`config.mk`:
```
export PLATFORM = sky130hd
export DESIGN_NAME = dacc_top
export DESIGN_NICKNAME = d
export VERILOG_FILES = /design/src/hdl/dacc_pkg.sv /design/src/hdl/dacc_top.sv
export SDC_FILE = /design/constraint.sdc
export NUM_CORES = 1
export LEC_CHECK = 0
export ABC_CLOCK_PERIOD_IN_PS = 3200
export BUFFER_PORTS_ARGS = -buffer_cell sky130_fd_sc_hd__buf_2
export CAP_MARGIN = 20
export CORE_UTILIZATION = 40
export CTS_CLUSTER_DIAMETER = 50
export CTS_CLUSTER_SIZE = 8
export DETAILED_ROUTE_END_ITERATION = 6
export PLACE_DENSITY = 0.71
export SYNTH_ARGS = -nofsm -noshare
export SYNTH_HDL_FRONTEND = slang
export SYNTH_SLANG_ARGS = --single-unit
```
`constraint.sdc`:
```
create_clock -name clock -period 3.2 [get_ports clock]
set_clock_uncertainty 0.05 [all_clocks]
set_input_delay 0.64 -clock clock [delete_from_list [all_inputs] [get_ports clock]]
set_output_delay 0.64 -clock clock [all_outputs]
set_load 0.02 [all_outputs]
```
`src/hdl/dacc_pkg.sv`:
```
// Package with register map, field positions and timing for the DAC control.
package dacc_pkg;
  // ==========================================================================
  // Register map (byte addresses are four times the printed index)
  // ==========================================================================
  localparam logic [3:0] ctrl_index = 4'h0;
  localparam logic [3:0] data_index = 4'h1;
  localparam logic [3:0] status_index = 4'h2;
  localparam int addr_width = 4;
  // ==========================================================================
  // Control fields
  // ==========================================================================
  localparam int ctrl_enable_bit = 0;
  localparam int ctrl_pin_driver_enable_bit = 6;
  localparam int ctrl_standby_keep_running_bit = 7;
  localparam logic [7:0] ctrl_reset = 8'h00;
  localparam logic [7:0] ctrl_mask = 8'hc1;
  localparam logic [7:0] data_reset = 8'h00;
  // ==========================================================================
  // Status fields
  // ==========================================================================
  localparam int status_active_bit = 0;
  localparam int status_busy_bit = 1;
  localparam int status_pin_bit = 2;
  // ==========================================================================
  // Timing: one conversion slot at the top rate of 350 ksps
  // ==========================================================================
  localparam int clock_mhz = 125;
  localparam int sample_rate_ksps = 350;
  localparam int conv_cycles = (clock_mhz * 1000) / sample_rate_ksps;
  localparam int conv_width = 9;
endpackage : dacc_pkg

```
`src/hdl/dacc_top.sv`:
```
// DAC control logic: registers, conversion start and output gating.
//
// Local design decisions: register access over Avalon-MM and the address map.
`timescale 1ns/1ps

// Functional notes
// - Software writes 8-bit code driven to converter.
// - Each data register write while running starts a conversion.
// - Conversions keep pace with 350 ksps writes.
// - Converter scales code from ground to reference.
// - Logic runs from peripheral clock only.
// - Converted output feeds comparator and ADC.
// - Disabled write stores; enabling starts conversion.
// - Pin driven only with pin driver enable.
// - Standby stops converter unless keep-running set.
module dacc_top (
  input wire logic clock,
  input wire logic rst,
  input wire logic clock_enable,
  input wire logic [5:0] address,
  input wire logic read,
  input wire logic write,
  input wire logic [31:0] writedata,
  output logic [31:0] readdata,
  output logic waitrequest,
  input wire logic standby,
  output logic [7:0] conv_code,
  output logic conv_start,
  output logic conv_active,
  output logic pin_driver_on,
  output logic internal_out_valid
);
  // ==========================================================================
  // Bus decode
  // ==========================================================================
  logic [7:0] ctrl;
  logic [7:0] data;
  logic busy;
  logic [8:0] conv_count;
  logic acked;
  logic [7:0] status;
  wire word_ok = address[1:0] == 2'b00;
  wire [3:0] index = address[5:2];
  wire access = (read | write) & clock_enable & ~acked;
  wire wr_ctrl = access & write & word_ok & (index == dacc_pkg::ctrl_index);
  wire wr_data = access & write & word_ok & (index == dacc_pkg::data_index);
  wire enable = ctrl[dacc_pkg::ctrl_enable_bit];
  wire keep_run = ctrl[dacc_pkg::ctrl_standby_keep_running_bit];
  wire out_en = ctrl[dacc_pkg::ctrl_pin_driver_enable_bit];
  wire running = enable & (~standby | keep_run);
  wire next_enable = wr_ctrl ? writedata[dacc_pkg::ctrl_enable_bit] : enable;
  wire next_keep =
    wr_ctrl ? writedata[dacc_pkg::ctrl_standby_keep_running_bit] : keep_run;
  wire next_running = next_enable & (~standby | next_keep);
  wire start_on_write = wr_data & next_running;
  // start on enable
  // Comparing against the registered state as well makes a wake from
  // standby restart the converter, which needs a fresh start-up.
  wire start_on_enable = next_running & ~(running & conv_active);
  wire next_start = start_on_write | start_on_enable;
  // Status bits sit where the package places them.
  always_comb begin
    status = 8'h00;
    status[dacc_pkg::status_active_bit] = running;
    status[dacc_pkg::status_busy_bit] = busy;
    status[dacc_pkg::status_pin_bit] = out_en & running;
  end
  wire [31:0] next_readdata =
    ~word_ok ? 32'h0000_0000 :
    (index == dacc_pkg::ctrl_index) ? {24'h000000, ctrl} :
    (index == dacc_pkg::data_index) ? {24'h000000, data} :
    (index == dacc_pkg::status_index) ? {24'h000000, status} :
    32'h0000_0000;

  // ==========================================================================
  // Registers and bus answer
  // ==========================================================================
  // Every access answers in the cycle after it is seen; acked drops the
  // request for one cycle so a held request is never taken twice.
  // The waitrequest output is a flop of its own, the inverse of acked, so
  // the bus never sees decode glitches on it.
  // single clock
  always_ff @(posedge clock) begin
    if (rst) begin
      ctrl <= dacc_pkg::ctrl_reset;
      data <= dacc_pkg::data_reset;
      acked <= 1'b0;
      waitrequest <= 1'b1;
      readdata <= 32'h0000_0000;
    end else if (clock_enable) begin
      acked <= access;
      waitrequest <= ~access;
      if (access && read) begin
        readdata <= next_readdata;
      end
      if (wr_ctrl) begin
        ctrl <= writedata[7:0] & dacc_pkg::ctrl_mask;
      end
      if (wr_data) begin
        data <= writedata[7:0];
      end
    end
  end

  // ==========================================================================
  // Conversion control
  // ==========================================================================
  // The busy window is one 350 ksps slot; a new write restarts it rather
  // than being refused, so writes at full rate each give a new output.
  always_ff @(posedge clock) begin
    if (rst) begin
      conv_code <= dacc_pkg::data_reset;
      conv_start <= 1'b0;
      conv_active <= 1'b0;
      pin_driver_on <= 1'b0;
      internal_out_valid <= 1'b0;
      busy <= 1'b0;
      conv_count <= 9'h000;
    end else if (clock_enable) begin
      conv_start <= next_start;
      conv_active <= next_running;
      pin_driver_on <= next_running & (wr_ctrl ?
        writedata[dacc_pkg::ctrl_pin_driver_enable_bit] : out_en);
      internal_out_valid <= next_running;
      if (wr_data) begin
        conv_code <= writedata[7:0];
      end
      if (next_start) begin
        busy <= 1'b1;
        conv_count <= 9'(dacc_pkg::conv_cycles - 1);
      end else if (conv_count != 9'h000) begin
        conv_count <= conv_count - 9'h001;
      end else begin
        busy <= 1'b0;
      end
    end
  end

  // ==========================================================================
  // Checks
  // ==========================================================================
  a_write_starts: assert property (@(posedge clock) disable iff (rst)
    (clock_enable && wr_data && next_running) |=> conv_start)
    else $error("data write while running gave no start");
  a_disabled_store: assert property (@(posedge clock) disable iff (rst)
    (clock_enable && wr_data && !next_running && running == next_running)
    |=> !conv_start)
    else $error("disabled data write started a conversion");
  a_enable_starts: assert property (@(posedge clock) disable iff (rst)
    (clock_enable && !running && next_running) |=> conv_start && conv_active)
    else $error("enable did not start a conversion");
  a_code_follows: assert property (@(posedge clock) disable iff (rst)
    (clock_enable && wr_data) |=> conv_code == $past(writedata[7:0]))
    else $error("code not presented after write");
  a_code_holds: assert property (@(posedge clock) disable iff (rst)
    !wr_data |=> $stable(conv_code))
    else $error("code changed without a write");
  a_pin_gated: assert property (@(posedge clock) disable iff (rst)
    pin_driver_on |-> conv_active && out_en)
    else $error("pin driven without enable");
  a_standby_stop: assert property (@(posedge clock) disable iff (rst)
    (clock_enable && standby && !keep_run && !wr_ctrl) |=> !conv_active)
    else $error("converter ran in standby");
  a_internal_feed: assert property (@(posedge clock) disable iff (rst)
    internal_out_valid == conv_active)
    else $error("internal feed differs from enable");
  a_slot_length: assert property (@(posedge clock) disable iff (rst)
    (clock_enable && next_start) |=>
    conv_count == 9'(dacc_pkg::conv_cycles - 1))
    else $error("conversion slot length wrong");
  a_bus_answer: assert property (@(posedge clock) disable iff (rst)
    (clock_enable && access) |=> !waitrequest ##1 waitrequest)
    else $error("bus answer not one cycle");

  // ==========================================================================
  // Register, freeze and slot checks
  // ==========================================================================
  // These watch the registers, the bus answer and the converter outputs, where a slip shows only as a wrong level.
  a_wait_idle: assert property (@(posedge clock) disable iff (rst)
    (clock_enable && !access) |=> waitrequest)
    else $error("waitrequest low without an access");
  a_write_lands: assert property (@(posedge clock) disable iff (rst)
    (clock_enable && wr_data) |=> data == $past(writedata[7:0]))
    else $error("data register missed a write");
  a_refused_write: assert property (@(posedge clock) disable iff (rst)
    (clock_enable && access && write && !wr_ctrl && !wr_data)
    |=> $stable(ctrl) && $stable(data))
    else $error("unmapped write changed a register");
  a_ctrl_write: assert property (@(posedge clock) disable iff (rst)
    (clock_enable && wr_ctrl)
    |=> ctrl == ($past(writedata[7:0]) & dacc_pkg::ctrl_mask))
    else $error("control register missed a write");
  a_read_data: assert property (@(posedge clock) disable iff (rst)
    (clock_enable && access && read && !write && word_ok &&
    index == dacc_pkg::data_index) |=> readdata == {24'h000000, data})
    else $error("data read back wrong");
  a_status_read: assert property (@(posedge clock) disable iff (rst)
    (clock_enable && access && read && word_ok &&
    index == dacc_pkg::status_index)
    |=> readdata[dacc_pkg::status_pin_bit] ==
    ($past(out_en) & $past(running)))
    else $error("status pin bit wrong");
  a_freeze_holds: assert property (@(posedge clock) disable iff (rst)
    !clock_enable |=> $stable(conv_code) && $stable(conv_active) &&
    $stable(conv_start) && $stable(waitrequest) && $stable(readdata))
    else $error("state moved while clock enable was low");
  a_disabled_quiet: assert property (@(posedge clock) disable iff (rst)
    (clock_enable && !next_enable)
    |=> !conv_active && !conv_start && !pin_driver_on)
    else $error("disabled converter still active");
  a_pin_follows: assert property (@(posedge clock) disable iff (rst)
    (clock_enable && next_running && !wr_ctrl && out_en) |=> pin_driver_on)
    else $error("pin not driven while enabled");
  a_keep_running: assert property (@(posedge clock) disable iff (rst)
    (clock_enable && next_enable && next_keep) |=> conv_active)
    else $error("keep-running converter stopped");
  a_wake_starts: assert property (@(posedge clock) disable iff (rst)
    (clock_enable && next_running && !conv_active) |=> conv_start)
    else $error("no start on wake or enable");
  a_busy_set: assert property (@(posedge clock) disable iff (rst)
    (clock_enable && next_start) |=> busy)
    else $error("busy not set by a start");
  a_busy_ends: assert property (@(posedge clock) disable iff (rst)
    (clock_enable && !next_start && conv_count == 9'h000) |=> !busy)
    else $error("busy outlived its slot");
endmodule : dacc_top

```
==> run_results.csv, run 1 <==
group,metric,value,unit
sta,layout_worst_path_cycle_share,66.2,%
sta,finalSetupTns,0,ns
final_layout,final_core_util,50.0,%
synth,syn_avg_cell_area,9.00,sq um
synth,synth_edf_count,0,
critical_path,worstPathMaxFanout,5,
min_path,hp-class,"reg -> reg",
global_routing,grt_pass1_vias,1180,
final_layout,layout_commonest_cell,"buf_2",
routing,drt-initial-drc-count,69,
place,placed_cell_area,1930,sq um
global_routing,grt_start_max_net_pins,38,
synth,yosys.area.top_type,"dfxtp_1",
critical_path,crit_chain,"inv_1 -> ha_1 -> or3b_4 -> nor4_2 -> nor2b_1 -> nand3_1 -> o311ai_1",
power_and_ir_drop,ir_drop,0.000397,V
die,core_area,4140,sq um
flow_run,drv_cap,0,
sta,setup_viol,0,
clocking,postCtsHoldBufs,0,
critical_path,required,3.31,ns
power_and_ir_drop,powerDensity,694,nW/um^2
die,dieArea,4750,sq um
final_layout,multi_input_area,961,sq um
final_layout,final_cell_mix,"buf_2, dfxtp_1, nor2_1, conb_1, mux2i_1",
clocking,cts_root_buf,"clkbuf_8",
synth,yosysUniqueCellTypes,50,
final_layout,final_cells,289,
sta,slew_viol_final,0,
critical_path,startpoint_type,"register",
clocking,cts.sinks,34,
global_routing,grt_pass1_wl,5730,um
synth,ys_seq_area_share,38.0,%
power_and_ir_drop,leakagePower,0.937,nW
final_layout,area_growth,15.7,%
global_routing,antenna_found_initial,0,
global_routing,grt_util_all_layers,16.8,%
place,port_buffers,40,
clocking,clkTransAtPathRegs,0.07,ns
critical_path,cpPeakStageDelay,0.51,ns
synth,syn_area,1790,sq um
die,die_h,68.9,um
clocking,clk_path_buf_depth,2,
die,start_util,43.2,%
clocking,numCtsBuffers,5,
synth,synth_top_flop_cell,"dfxtp_1",
clocking,cts.htree.levels,2,
place,place_inst,281,
sta,worst_pin_slew,0.662,ns
clocking,cts_setup_buffers,0,
final_layout,regArea,681,sq um
critical_path,critPathBufInv,1,
synth,yosysTopAreaCellShare,38.0,%
routing,wl,3750,um
clocking,cts_resized,0,
sta,hold_slack,0.418,ns
die,die_w,68.9,um
routing,first_pass_iters,4,
final_layout,diodes,0,
critical_path,crit_arrival,2.23,ns
final_layout,fillers,399,
final_layout,drive_above_1_share,25.5,%
status,status,"complete, no violations",
critical_path,crit_path_end_kind,"register",
synth,yosys_register_bits,34,
routing,detail-route-antenna-nets,0,
synth,async_flop_share,0,%
critical_path,cp_top_family,"simple AND/OR/NAND/NOR gates",
synth,syn-instance-count,199,
sta,grt_setup_unrepaired,"no",
die,io_pins,89,
clocking,cts_tree,"done",
place,dp_hpwl,2630,um
final_layout,design_area,2070,sq um
synth,ys_warn_count,0,
final_layout,nets,283,
routing,wire_per_inst,13.0,um
synth,ys_top_cells_by_area,"dfxtp_1, buf_4, mux2i_1",
global_routing,grt_overflow,0,
die,rows,23,
sta,hold_viol,0,
routing,drc,0,
sta,max_slew_margin,55.5,%
routing,via_count,1478,
sta,clock.fmax,472,MHz
critical_path,path_class,"reg -> reg",
critical_path,slowest_stage,"nor4_2",
clocking,clock_latency,0.29,ns
sta,min_period,2.12,ns
routing,vias_per_cell,5.11,
place,gp_congestion,0.806,
-- cells in the mapped netlist, types with 2 or more instances --
master and n:
o21ai_0 3, inv_1 7, nor2_1 24, nand2_1 9
dfxtp_1 34, mux2i_1 11, nand3_1 9, nand2b_1 7
buf_4 25, a22oi_1 6, nor4_1 2, a211oi_2 2
nor3_1 2, clkbuf_1 5, a21oi_1 10, xnor2_1 2
nor2b_1 7, o22ai_1 2
-- cell families after synthesis --
kind of cell,after synthesis,synth area share [%]
simple gates,74,24.9
compound gates,38,15.9
buf+inv,38,13.2
flops,34,38.0
mux,11,6.15
xor+xnor,2,0.978
fa+ha+maj,1,0.698
other cells,1,0.209
-- per-layer routing --
metal,global-route usage (%),vias up,wire (um)
met1,22.1,683,1710
li1,-,736,-
met3,6.09,6,256
met2,24.6,53,1720
met4,6.89,0,62
met5,0,-,0
-- report_power, final --
part / switching, mW / internal, mW
sequential: 0.0565 / 0.473
clock: 0.162 / 0.332
combinational: 0.233 / 0.182
-- final timing paths --
kind	start	to	slack (ns)	depth (start not counted)
worst max-delay path	conv_count[0]$_SDFFE_PP0P_	conv_count[4]$_SDFFE_PP0P_	1.08	7
worst min-delay path	conv_start$_SDFFE_PP0P_	conv_start$_SDFFE_PP0P_	0.42	2
worst min register to register	conv_start$_SDFFE_PP0P_	conv_start$_SDFFE_PP0P_	0.42	2
worst max register to register	conv_count[0]$_SDFFE_PP0P_	conv_count[4]$_SDFFE_PP0P_	1.08	7
-- registers in the layout (all words and copies together), names as in the netlist --
signal and flops:
ctrl 3, internal_out_valid 1, acked 1, busy 1
waitrequest 1, conv_code 8, readdata 8, pin_driver_on 1
conv_start 1, conv_count 9
-- per-stage QoR --
stage,total power [mW],setup WS (ns)
floorplan,0.890,1.31
global placement,0.941,0.909
detailed placement,0.945,0.860
CTS,1.45,1.08
global route,1.52,0.924
finish,1.44,1.08
-- tightest hold or removal path: stages (launching register included) --
cell and delay [ns]:
dfxtp_1 0.31, nand2b_1 0.06, a21oi_1 0.06
-- final cells by class --
| cell class | count | area share (%) |
|---|---|---|
| clock buffers | 6 | 3.98 |
| clock inverters | 2 | 2.90 |
| inverters | 7 | 1.27 |
| multi-input cells | 150 | 46.3 |
| flip-flops and latches | 34 | 32.8 |
| well taps | 50 | 3.02 |
| repair buffers | 40 | 9.66 |
(Power assumes the default switching activity.)
==> inputs of run 2 (changes only) <==
--- a/config.mk
+++ b/config.mk
@@ -5,14 +5,15 @@
 export SDC_FILE = /design/constraint.sdc
 export NUM_CORES = 1
 export LEC_CHECK = 0
-export ABC_CLOCK_PERIOD_IN_PS = 3200
+export ABC_AREA = 1
+export ABC_CLOCK_PERIOD_IN_PS = 1700
 export BUFFER_PORTS_ARGS = -buffer_cell sky130_fd_sc_hd__buf_2
 export CAP_MARGIN = 20
 export CORE_UTILIZATION = 40
 export CTS_CLUSTER_DIAMETER = 50
 export CTS_CLUSTER_SIZE = 8
 export DETAILED_ROUTE_END_ITERATION = 6
-export PLACE_DENSITY = 0.71
+export PLACE_DENSITY = 0.74
 export SYNTH_ARGS = -nofsm -noshare
 export SYNTH_HDL_FRONTEND = slang
 export SYNTH_SLANG_ARGS = --single-unit
==> constraint.sdc (replaced) <==
create_clock -name clock -period 1.7 [get_ports clock]
set_clock_uncertainty 0.05 [all_clocks]
set_input_delay 0.34 -clock clock [delete_from_list [all_inputs] [get_ports clock]]
set_output_delay 0.34 -clock clock [all_outputs]
set_load 0.02 [all_outputs]
==> run_results.csv, run 2 <==
group,metric,value,unit
clocking,clk_path_buf_depth,2,
sta,slew_viol_final,0,
synth,synth-simple-area-share,29.8,%
final_layout,layout_top_registers,"conv_count x9, conv_code x8, readdata x8",
synth,muxShareOfSynthArea,0,%
routing,vias_per_cell,4.73,
synth,synth_commonest_cells,"nand2_1, dfxtp_1, inv_1, nor2_1, buf_4",
die,die_w,70.0,um
clocking,cts_resized,0,
synth,synth_top_family_by_area,"simple AND/OR/NAND/NOR gates",
clocking,cts.htree.levels,2,
clocking,clkTransAtPathRegs,0.07,ns
critical_path,cp_top_family,"simple AND/OR/NAND/NOR gates",
flow_run,drv_cap,0,
place,port_buffers,40,
final_layout,top_register,"conv_count",
power_and_ir_drop,leakagePower,1.08,nW
global_routing,grt_pass1_vias,1499,
synth,ys_seq_area_share,36.8,%
clocking,cts_setup_buffers,0,
place,pre_cts_slack,0.0239,ns
clocking,numCtsBuffers,5,
critical_path,worst-path-stages,8,
synth,yosys.area.top_type,"dfxtp_1",
global_routing,grt_pass1_wl,6450,um
sta,min_period,1.53,ns
clocking,postCtsHoldBufs,0,
global_routing,grt_overflow,0,
sta,finalSetupTns,0,ns
synth,syn_avg_cell_area,7.14,sq um
sta,grt_setup_unrepaired,"no",
sta,layout_worst_path_cycle_share,90.2,%
critical_path,crit_chain,"inv_1 -> ha_1 -> nand3_2 -> nor2_2 -> nand2_1 -> buf_4 -> o21ai_0 -> a21oi_1",
critical_path,crit-reg2reg-capture,"busy$_SDFFE_PP0P_",
place,gp_congestion,0.851,
critical_path,crit_arrival,1.66,ns
routing,drc,0,
status,status,"complete, no violations",
final_layout,final_core_util,49.1,%
die,dieArea,4900,sq um
critical_path,rr_startpoint,"conv_count[0]$_SDFFE_PP0P_",
clocking,cts_tree,"done",
global_routing,antenna_found_initial,0,
routing,first_pass_iters,4,
critical_path,startpoint,"conv_count[0]$_SDFFE_PP0P_",
critical_path,worstPathMaxFanout,4,
clocking,cts.sinks,34,
routing,detail-route-antenna-nets,0,
final_layout,final_cell_mix,"nand2_1, buf_2, dfxtp_1, inv_1, nor2_1",
synth,yosysTopAreaCellShare,36.8,%
critical_path,cpPeakStageDelay,0.30,ns
final_layout,largest_register_ff_count,9,
critical_path,path_class,"reg -> reg",
synth,syn_area,1850,sq um
clocking,cts_root_buf,"clkbuf_8",
power_and_ir_drop,powerDensity,1230,nW/um^2
synth,synthXorXnorAreaFrac,1.42,%
die,start_util,42.2,%
synth,ys_warn_count,0,
final_layout,final_cells,360,
final_layout,regArea,681,sq um
critical_path,slowest_stage,"dfxtp_1",
routing,via_count,1702,
final_layout,fillers,471,
synth,yosys_register_bits,34,
sta,setup_viol,0,
clocking,clock_latency,0.29,ns
routing,wire_per_inst,10.6,um
critical_path,r2r_setup_slack,0.17,ns
final_layout,diodes,0,
sta,clock.fmax,652,MHz
final_layout,area_growth,16.5,%
routing,drt-initial-drc-count,58,
die,rows,24,
critical_path,crit_path_end_kind,"register",
die,die_h,70.0,um
final_layout,multi_input_area,915,sq um
critical_path,critPathBufInv,2,
sta,setup_ws,0.166,ns
synth,synth_compound_area_share,12.5,%
global_routing,grt_start_max_net_pins,19,
final_layout,drive_above_1_share,24.4,%
power_and_ir_drop,ir_drop,0.000488,V
critical_path,startpoint_type,"register",
place,place_inst,352,
critical_path,required,1.83,ns
place,dp_hpwl,2840,um
die,core_area,4380,sq um
final_layout,layout_commonest_cell,"nand2_1",
global_routing,grt_util_all_layers,16.6,%
die,io_pins,89,
critical_path,cp-endpoint,"busy$_SDFFE_PP0P_",
synth,ys_top_cells_by_area,"dfxtp_1, buf_4, nand2_1",
synth,synth.most_common_cell,"nand2_1",
synth,yosysUniqueCellTypes,32,
min_path,hp-class,"in -> reg",
sta,hold_viol,0,
final_layout,nets,352,
routing,wl,3800,um
synth,synth_top_flop_cell,"dfxtp_1",
synth,synth_edf_count,0,
critical_path,rr_worst_depth,8,
synth,syn-instance-count,259,
synth,async_flop_share,0,%
synth,synthAdderAreaFrac,0.677,%
-- run 2: changes by cell type after synthesis, moves of 4 or more --
| cell | change |
|---|---|
| nand2_1 | +37 |
| inv_2 | +4 |
| inv_1 | +21 |
| nand3b_1 | +4 |
| a21oi_1 | +12 |
| o21ai_0 | +14 |
| a22oi_1 | -6 |
| nand3_1 | +7 |
| nor2b_1 | -7 |
| nor2_2 | +4 |
| nand2b_1 | -7 |
| nor2_1 | +4 |
| mux2i_1 | -11 |
-- run 2: cell families after synthesis --
kind of cell             after synthesis
AND/OR/NAND/NOR                      113
AO/OA/AOI/OAI                         44
adder cells (fa/ha/maj)                1
buffers and inverters                 63
flip-flops                            34
XOR/XNOR                               3
other                                  1
-- run 2: power by group --
part	internal, mW	switching [mW]
combinational	0.409	0.544
sequential	0.896	0.0796
clock	0.439	0.289
total	1.74	0.912
-- run 2: metrics by stage --
stage	instance area [sq um]	power (mW)	hold WS (ns)
CTS	2150	2.67	0.242
detailed placement	2050	1.94	0.402
global route	2150	2.85	0.256
global placement	2050	1.91	0.398
floorplan	1940	1.75	0.384
finish	2150	2.65	0.249
-- run 2: tightest hold or removal path, delay by kind of cell --
kind	cells	cell delay, ns
AOI/OAI and AO/OA	1	0.07
buffers and inverters	1	0.07
and+or+nand+nor	1	0.07
-- run 2: worst min path at each step --
stage | from | endpoint | slack, ns | cells after the start
final | writedata[5] | conv_code[5]$_SDFFE_PP0P_ | 0.25 | 3
after floorplan | conv_count[7]$_SDFFE_PP0P_ | conv_count[7]$_SDFFE_PP0P_ | 0.38 | 2
after global routing | writedata[1] | conv_code[1]$_SDFFE_PP0P_ | 0.26 | 3
after detailed placement | readdata[0]$_SDFFE_PP0P_ | readdata[0]$_SDFFE_PP0P_ | 0.40 | 2
after global placement | readdata[2]$_SDFFE_PP0P_ | readdata[2]$_SDFFE_PP0P_ | 0.40 | 2
after CTS | writedata[3] | conv_code[3]$_SDFFE_PP0P_ | 0.24 | 3
-- run 2: cell type report --
class | count | area share [%]
inverter | 32 | 5.57
sequential | 34 | 31.6
multi-input combinational | 185 | 42.5
tap | 52 | 3.02
clock buffer | 7 | 3.54
timing repair buffer | 49 | 12.4
clock inverter | 1 | 1.39
-- run 2: per-layer routing --
metal / wire, um / up-vias / GRT usage, %
met3: 251 / 7 / 4.91
met5: 0 / - / 0
met2: 1840 / 62 / 27.5
met4: 62 / 0 / 6.67
met1: 1650 / 768 / 20.0
li1: - / 865 / -
==> inputs of run 3 (changes only) <==
--- a/config.mk
+++ b/config.mk
@@ -6,7 +6,7 @@
 export NUM_CORES = 1
 export LEC_CHECK = 0
 export ABC_AREA = 1
-export ABC_CLOCK_PERIOD_IN_PS = 1700
+export ABC_CLOCK_PERIOD_IN_PS = 1400
 export BUFFER_PORTS_ARGS = -buffer_cell sky130_fd_sc_hd__buf_2
 export CAP_MARGIN = 20
 export CORE_UTILIZATION = 40
==> constraint.sdc (replaced) <==
create_clock -name clock -period 1.4 [get_ports clock]
set_clock_uncertainty 0.05 [all_clocks]
set_input_delay 0.28 -clock clock [delete_from_list [all_inputs] [get_ports clock]]
set_output_delay 0.28 -clock clock [all_outputs]
set_load 0.02 [all_outputs]
==> run_results.csv, run 3 (synthesis gave the netlist of run 2 again) <==
group,metric,value,unit
final_layout,drive_above_1_share,38.6,%
critical_path,crit_arrival,1.53,ns
global_routing,grt_util_all_layers,17.3,%
final_layout,layout_top_registers,"conv_count x9, conv_code x8, readdata x8",
sta,finalSetupTns,0,ns
global_routing,grt_overflow,0,
critical_path,critPathBufInv,2,
die,core_area,4380,sq um
global_routing,grt_pass1_vias,1614,
routing,wl,4340,um
place,dp_hpwl,3040,um
sta,slew_viol_final,0,
flow_run,drv_cap,0,
place,placed_cell_area,2200,sq um
place,port_buffers,40,
final_layout,design_area,2520,sq um
routing,drc,0,
final_layout,largest_register_ff_count,9,
clocking,cts_tree,"done",
final_layout,layout_commonest_cell,"nand2_1",
clocking,clk_path_buf_depth,2,
routing,first_pass_iters,4,
routing,drt-initial-drc-count,105,
critical_path,crit_chain,"buf_4 -> nor2_4 -> nand2_2 -> nor2_4 -> inv_2 -> nor3_4 -> nand3_1 -> nand3_1 -> a21oi_1",
routing,wire_per_inst,11.3,um
sta,hold_viol,0,
die,die_w,70.0,um
final_layout,diodes,0,
sta,clock.fmax,714,MHz
sta,setup_viol,0,
clocking,numCtsBuffers,5,
power_and_ir_drop,ir_drop,0.000780,V
critical_path,crit_path_end_kind,"register",
critical_path,path_class,"reg -> reg",
power_and_ir_drop,powerDensity,1630,nW/um^2
critical_path,cp_top_family,"simple AND/OR/NAND/NOR gates",
sta,layout_worst_path_cycle_share,100,%
place,place_inst,372,
die,io_pins,89,
global_routing,antenna_found_initial,0,
clocking,cts.htree.levels,2,
die,dieArea,4900,sq um
power_and_ir_drop,leakagePower,1.21,nW
final_layout,top_register,"conv_count",
status,status,"complete, no violations",
sta,min_period,1.40,ns
routing,vias_per_cell,4.66,
global_routing,grt_pass1_wl,6800,um
place,gp_congestion,0.824,
die,start_util,42.2,%
min_path,hp-class,"in -> reg",
global_routing,grt_start_max_net_pins,19,
clocking,clkTransAtPathRegs,0.07,ns
sta,grt_setup_unrepaired,"yes",
final_layout,nets,376,
final_layout,area_growth,36.1,%
critical_path,startpoint_type,"register",
die,die_h,70.0,um
routing,via_count,1790,
clocking,cts_root_buf,"clkbuf_8",
critical_path,cpPeakStageDelay,0.36,ns
critical_path,slowest_stage,"dfxtp_4",
clocking,clock_latency,0.29,ns
final_layout,final_cell_mix,"nand2_1, buf_2, buf_4, dfxtp_1",
die,rows,24,
routing,detail-route-antenna-nets,0,
clocking,cts.sinks,34,
critical_path,worstPathMaxFanout,4,
final_layout,final_cells,384,
clocking,postCtsHoldBufs,0,
critical_path,required,1.53,ns
run 3: routing by layer:
metal,track usage [%],wire [um]
met5,0,0
met4,5.33,46
met3,5.19,187
met2,31.7,2300
met1,19.0,1810
run 3: timing repair:
action | CTS | global route
resized for setup | 10 | 39
pin swaps | 3 | 14
setup buffers | 0 | 3
cloned | 0 | 1
endpoints found under the setup margin | 9 | 21
run 3: worst reg2reg max path: stages, from the launching register on:
cell and delay (ns):
dfxtp_4 0.36, buf_4 0.14, nor2_4 0.07, nand2_2 0.08
nor2_4 0.12, inv_2 0.06, nor3_4 0.18, nand3_1 0.10
nand3_1 0.09, a21oi_1 0.04
run 3: area by class of cell:
class	instances	area, sq um
fill	399	1870
multi-input combinational	186	1080
sequential	34	692
timing repair buffer	72	448
inverter	32	124
clock buffer	8	110
tap	52	65.1
run 3: final timing paths:
path / start / depth (start not counted) / slack (ns) / to
max: conv_count[2]$_SDFFE_PP0P_ / 9 / 0.0001 / conv_count[7]$_SDFFE_PP0P_
max reg2reg: conv_count[2]$_SDFFE_PP0P_ / 9 / 0.0001 / conv_count[7]$_SDFFE_PP0P_
min reg2reg: readdata[2]$_SDFFE_PP0P_ / 2 / 0.41 / readdata[2]$_SDFFE_PP0P_
min: writedata[2] / 3 / 0.18 / conv_code[2]$_SDFFE_PP0P_
run 3: power by group:
part	leakage, nW	switching (mW)	total (mW)	internal, mW
Combinational	0.875	1.02	2.02	0.998
Clock	0.0575	0.366	0.863	0.497
Sequential	0.278	0.112	1.22	1.11
Total	1.21	1.50	4.10	2.60
run 3: through the flow:
step | utilization, % | setup slack [ns] | total power [mW] | hold WS, ns
floorplan | - | 0.0171 | 2.14 | 0.384
global placement | 50.2 | -0.176 | 2.56 | 0.399
detailed placement | 50.2 | -0.185 | 2.60 | 0.404
CTS | 53.8 | -0.00261 | 3.61 | 0.184
global route | 57.4 | -0.0947 | 4.38 | 0.204
finish | 57.4 | 0.000128 | 4.10 | 0.184
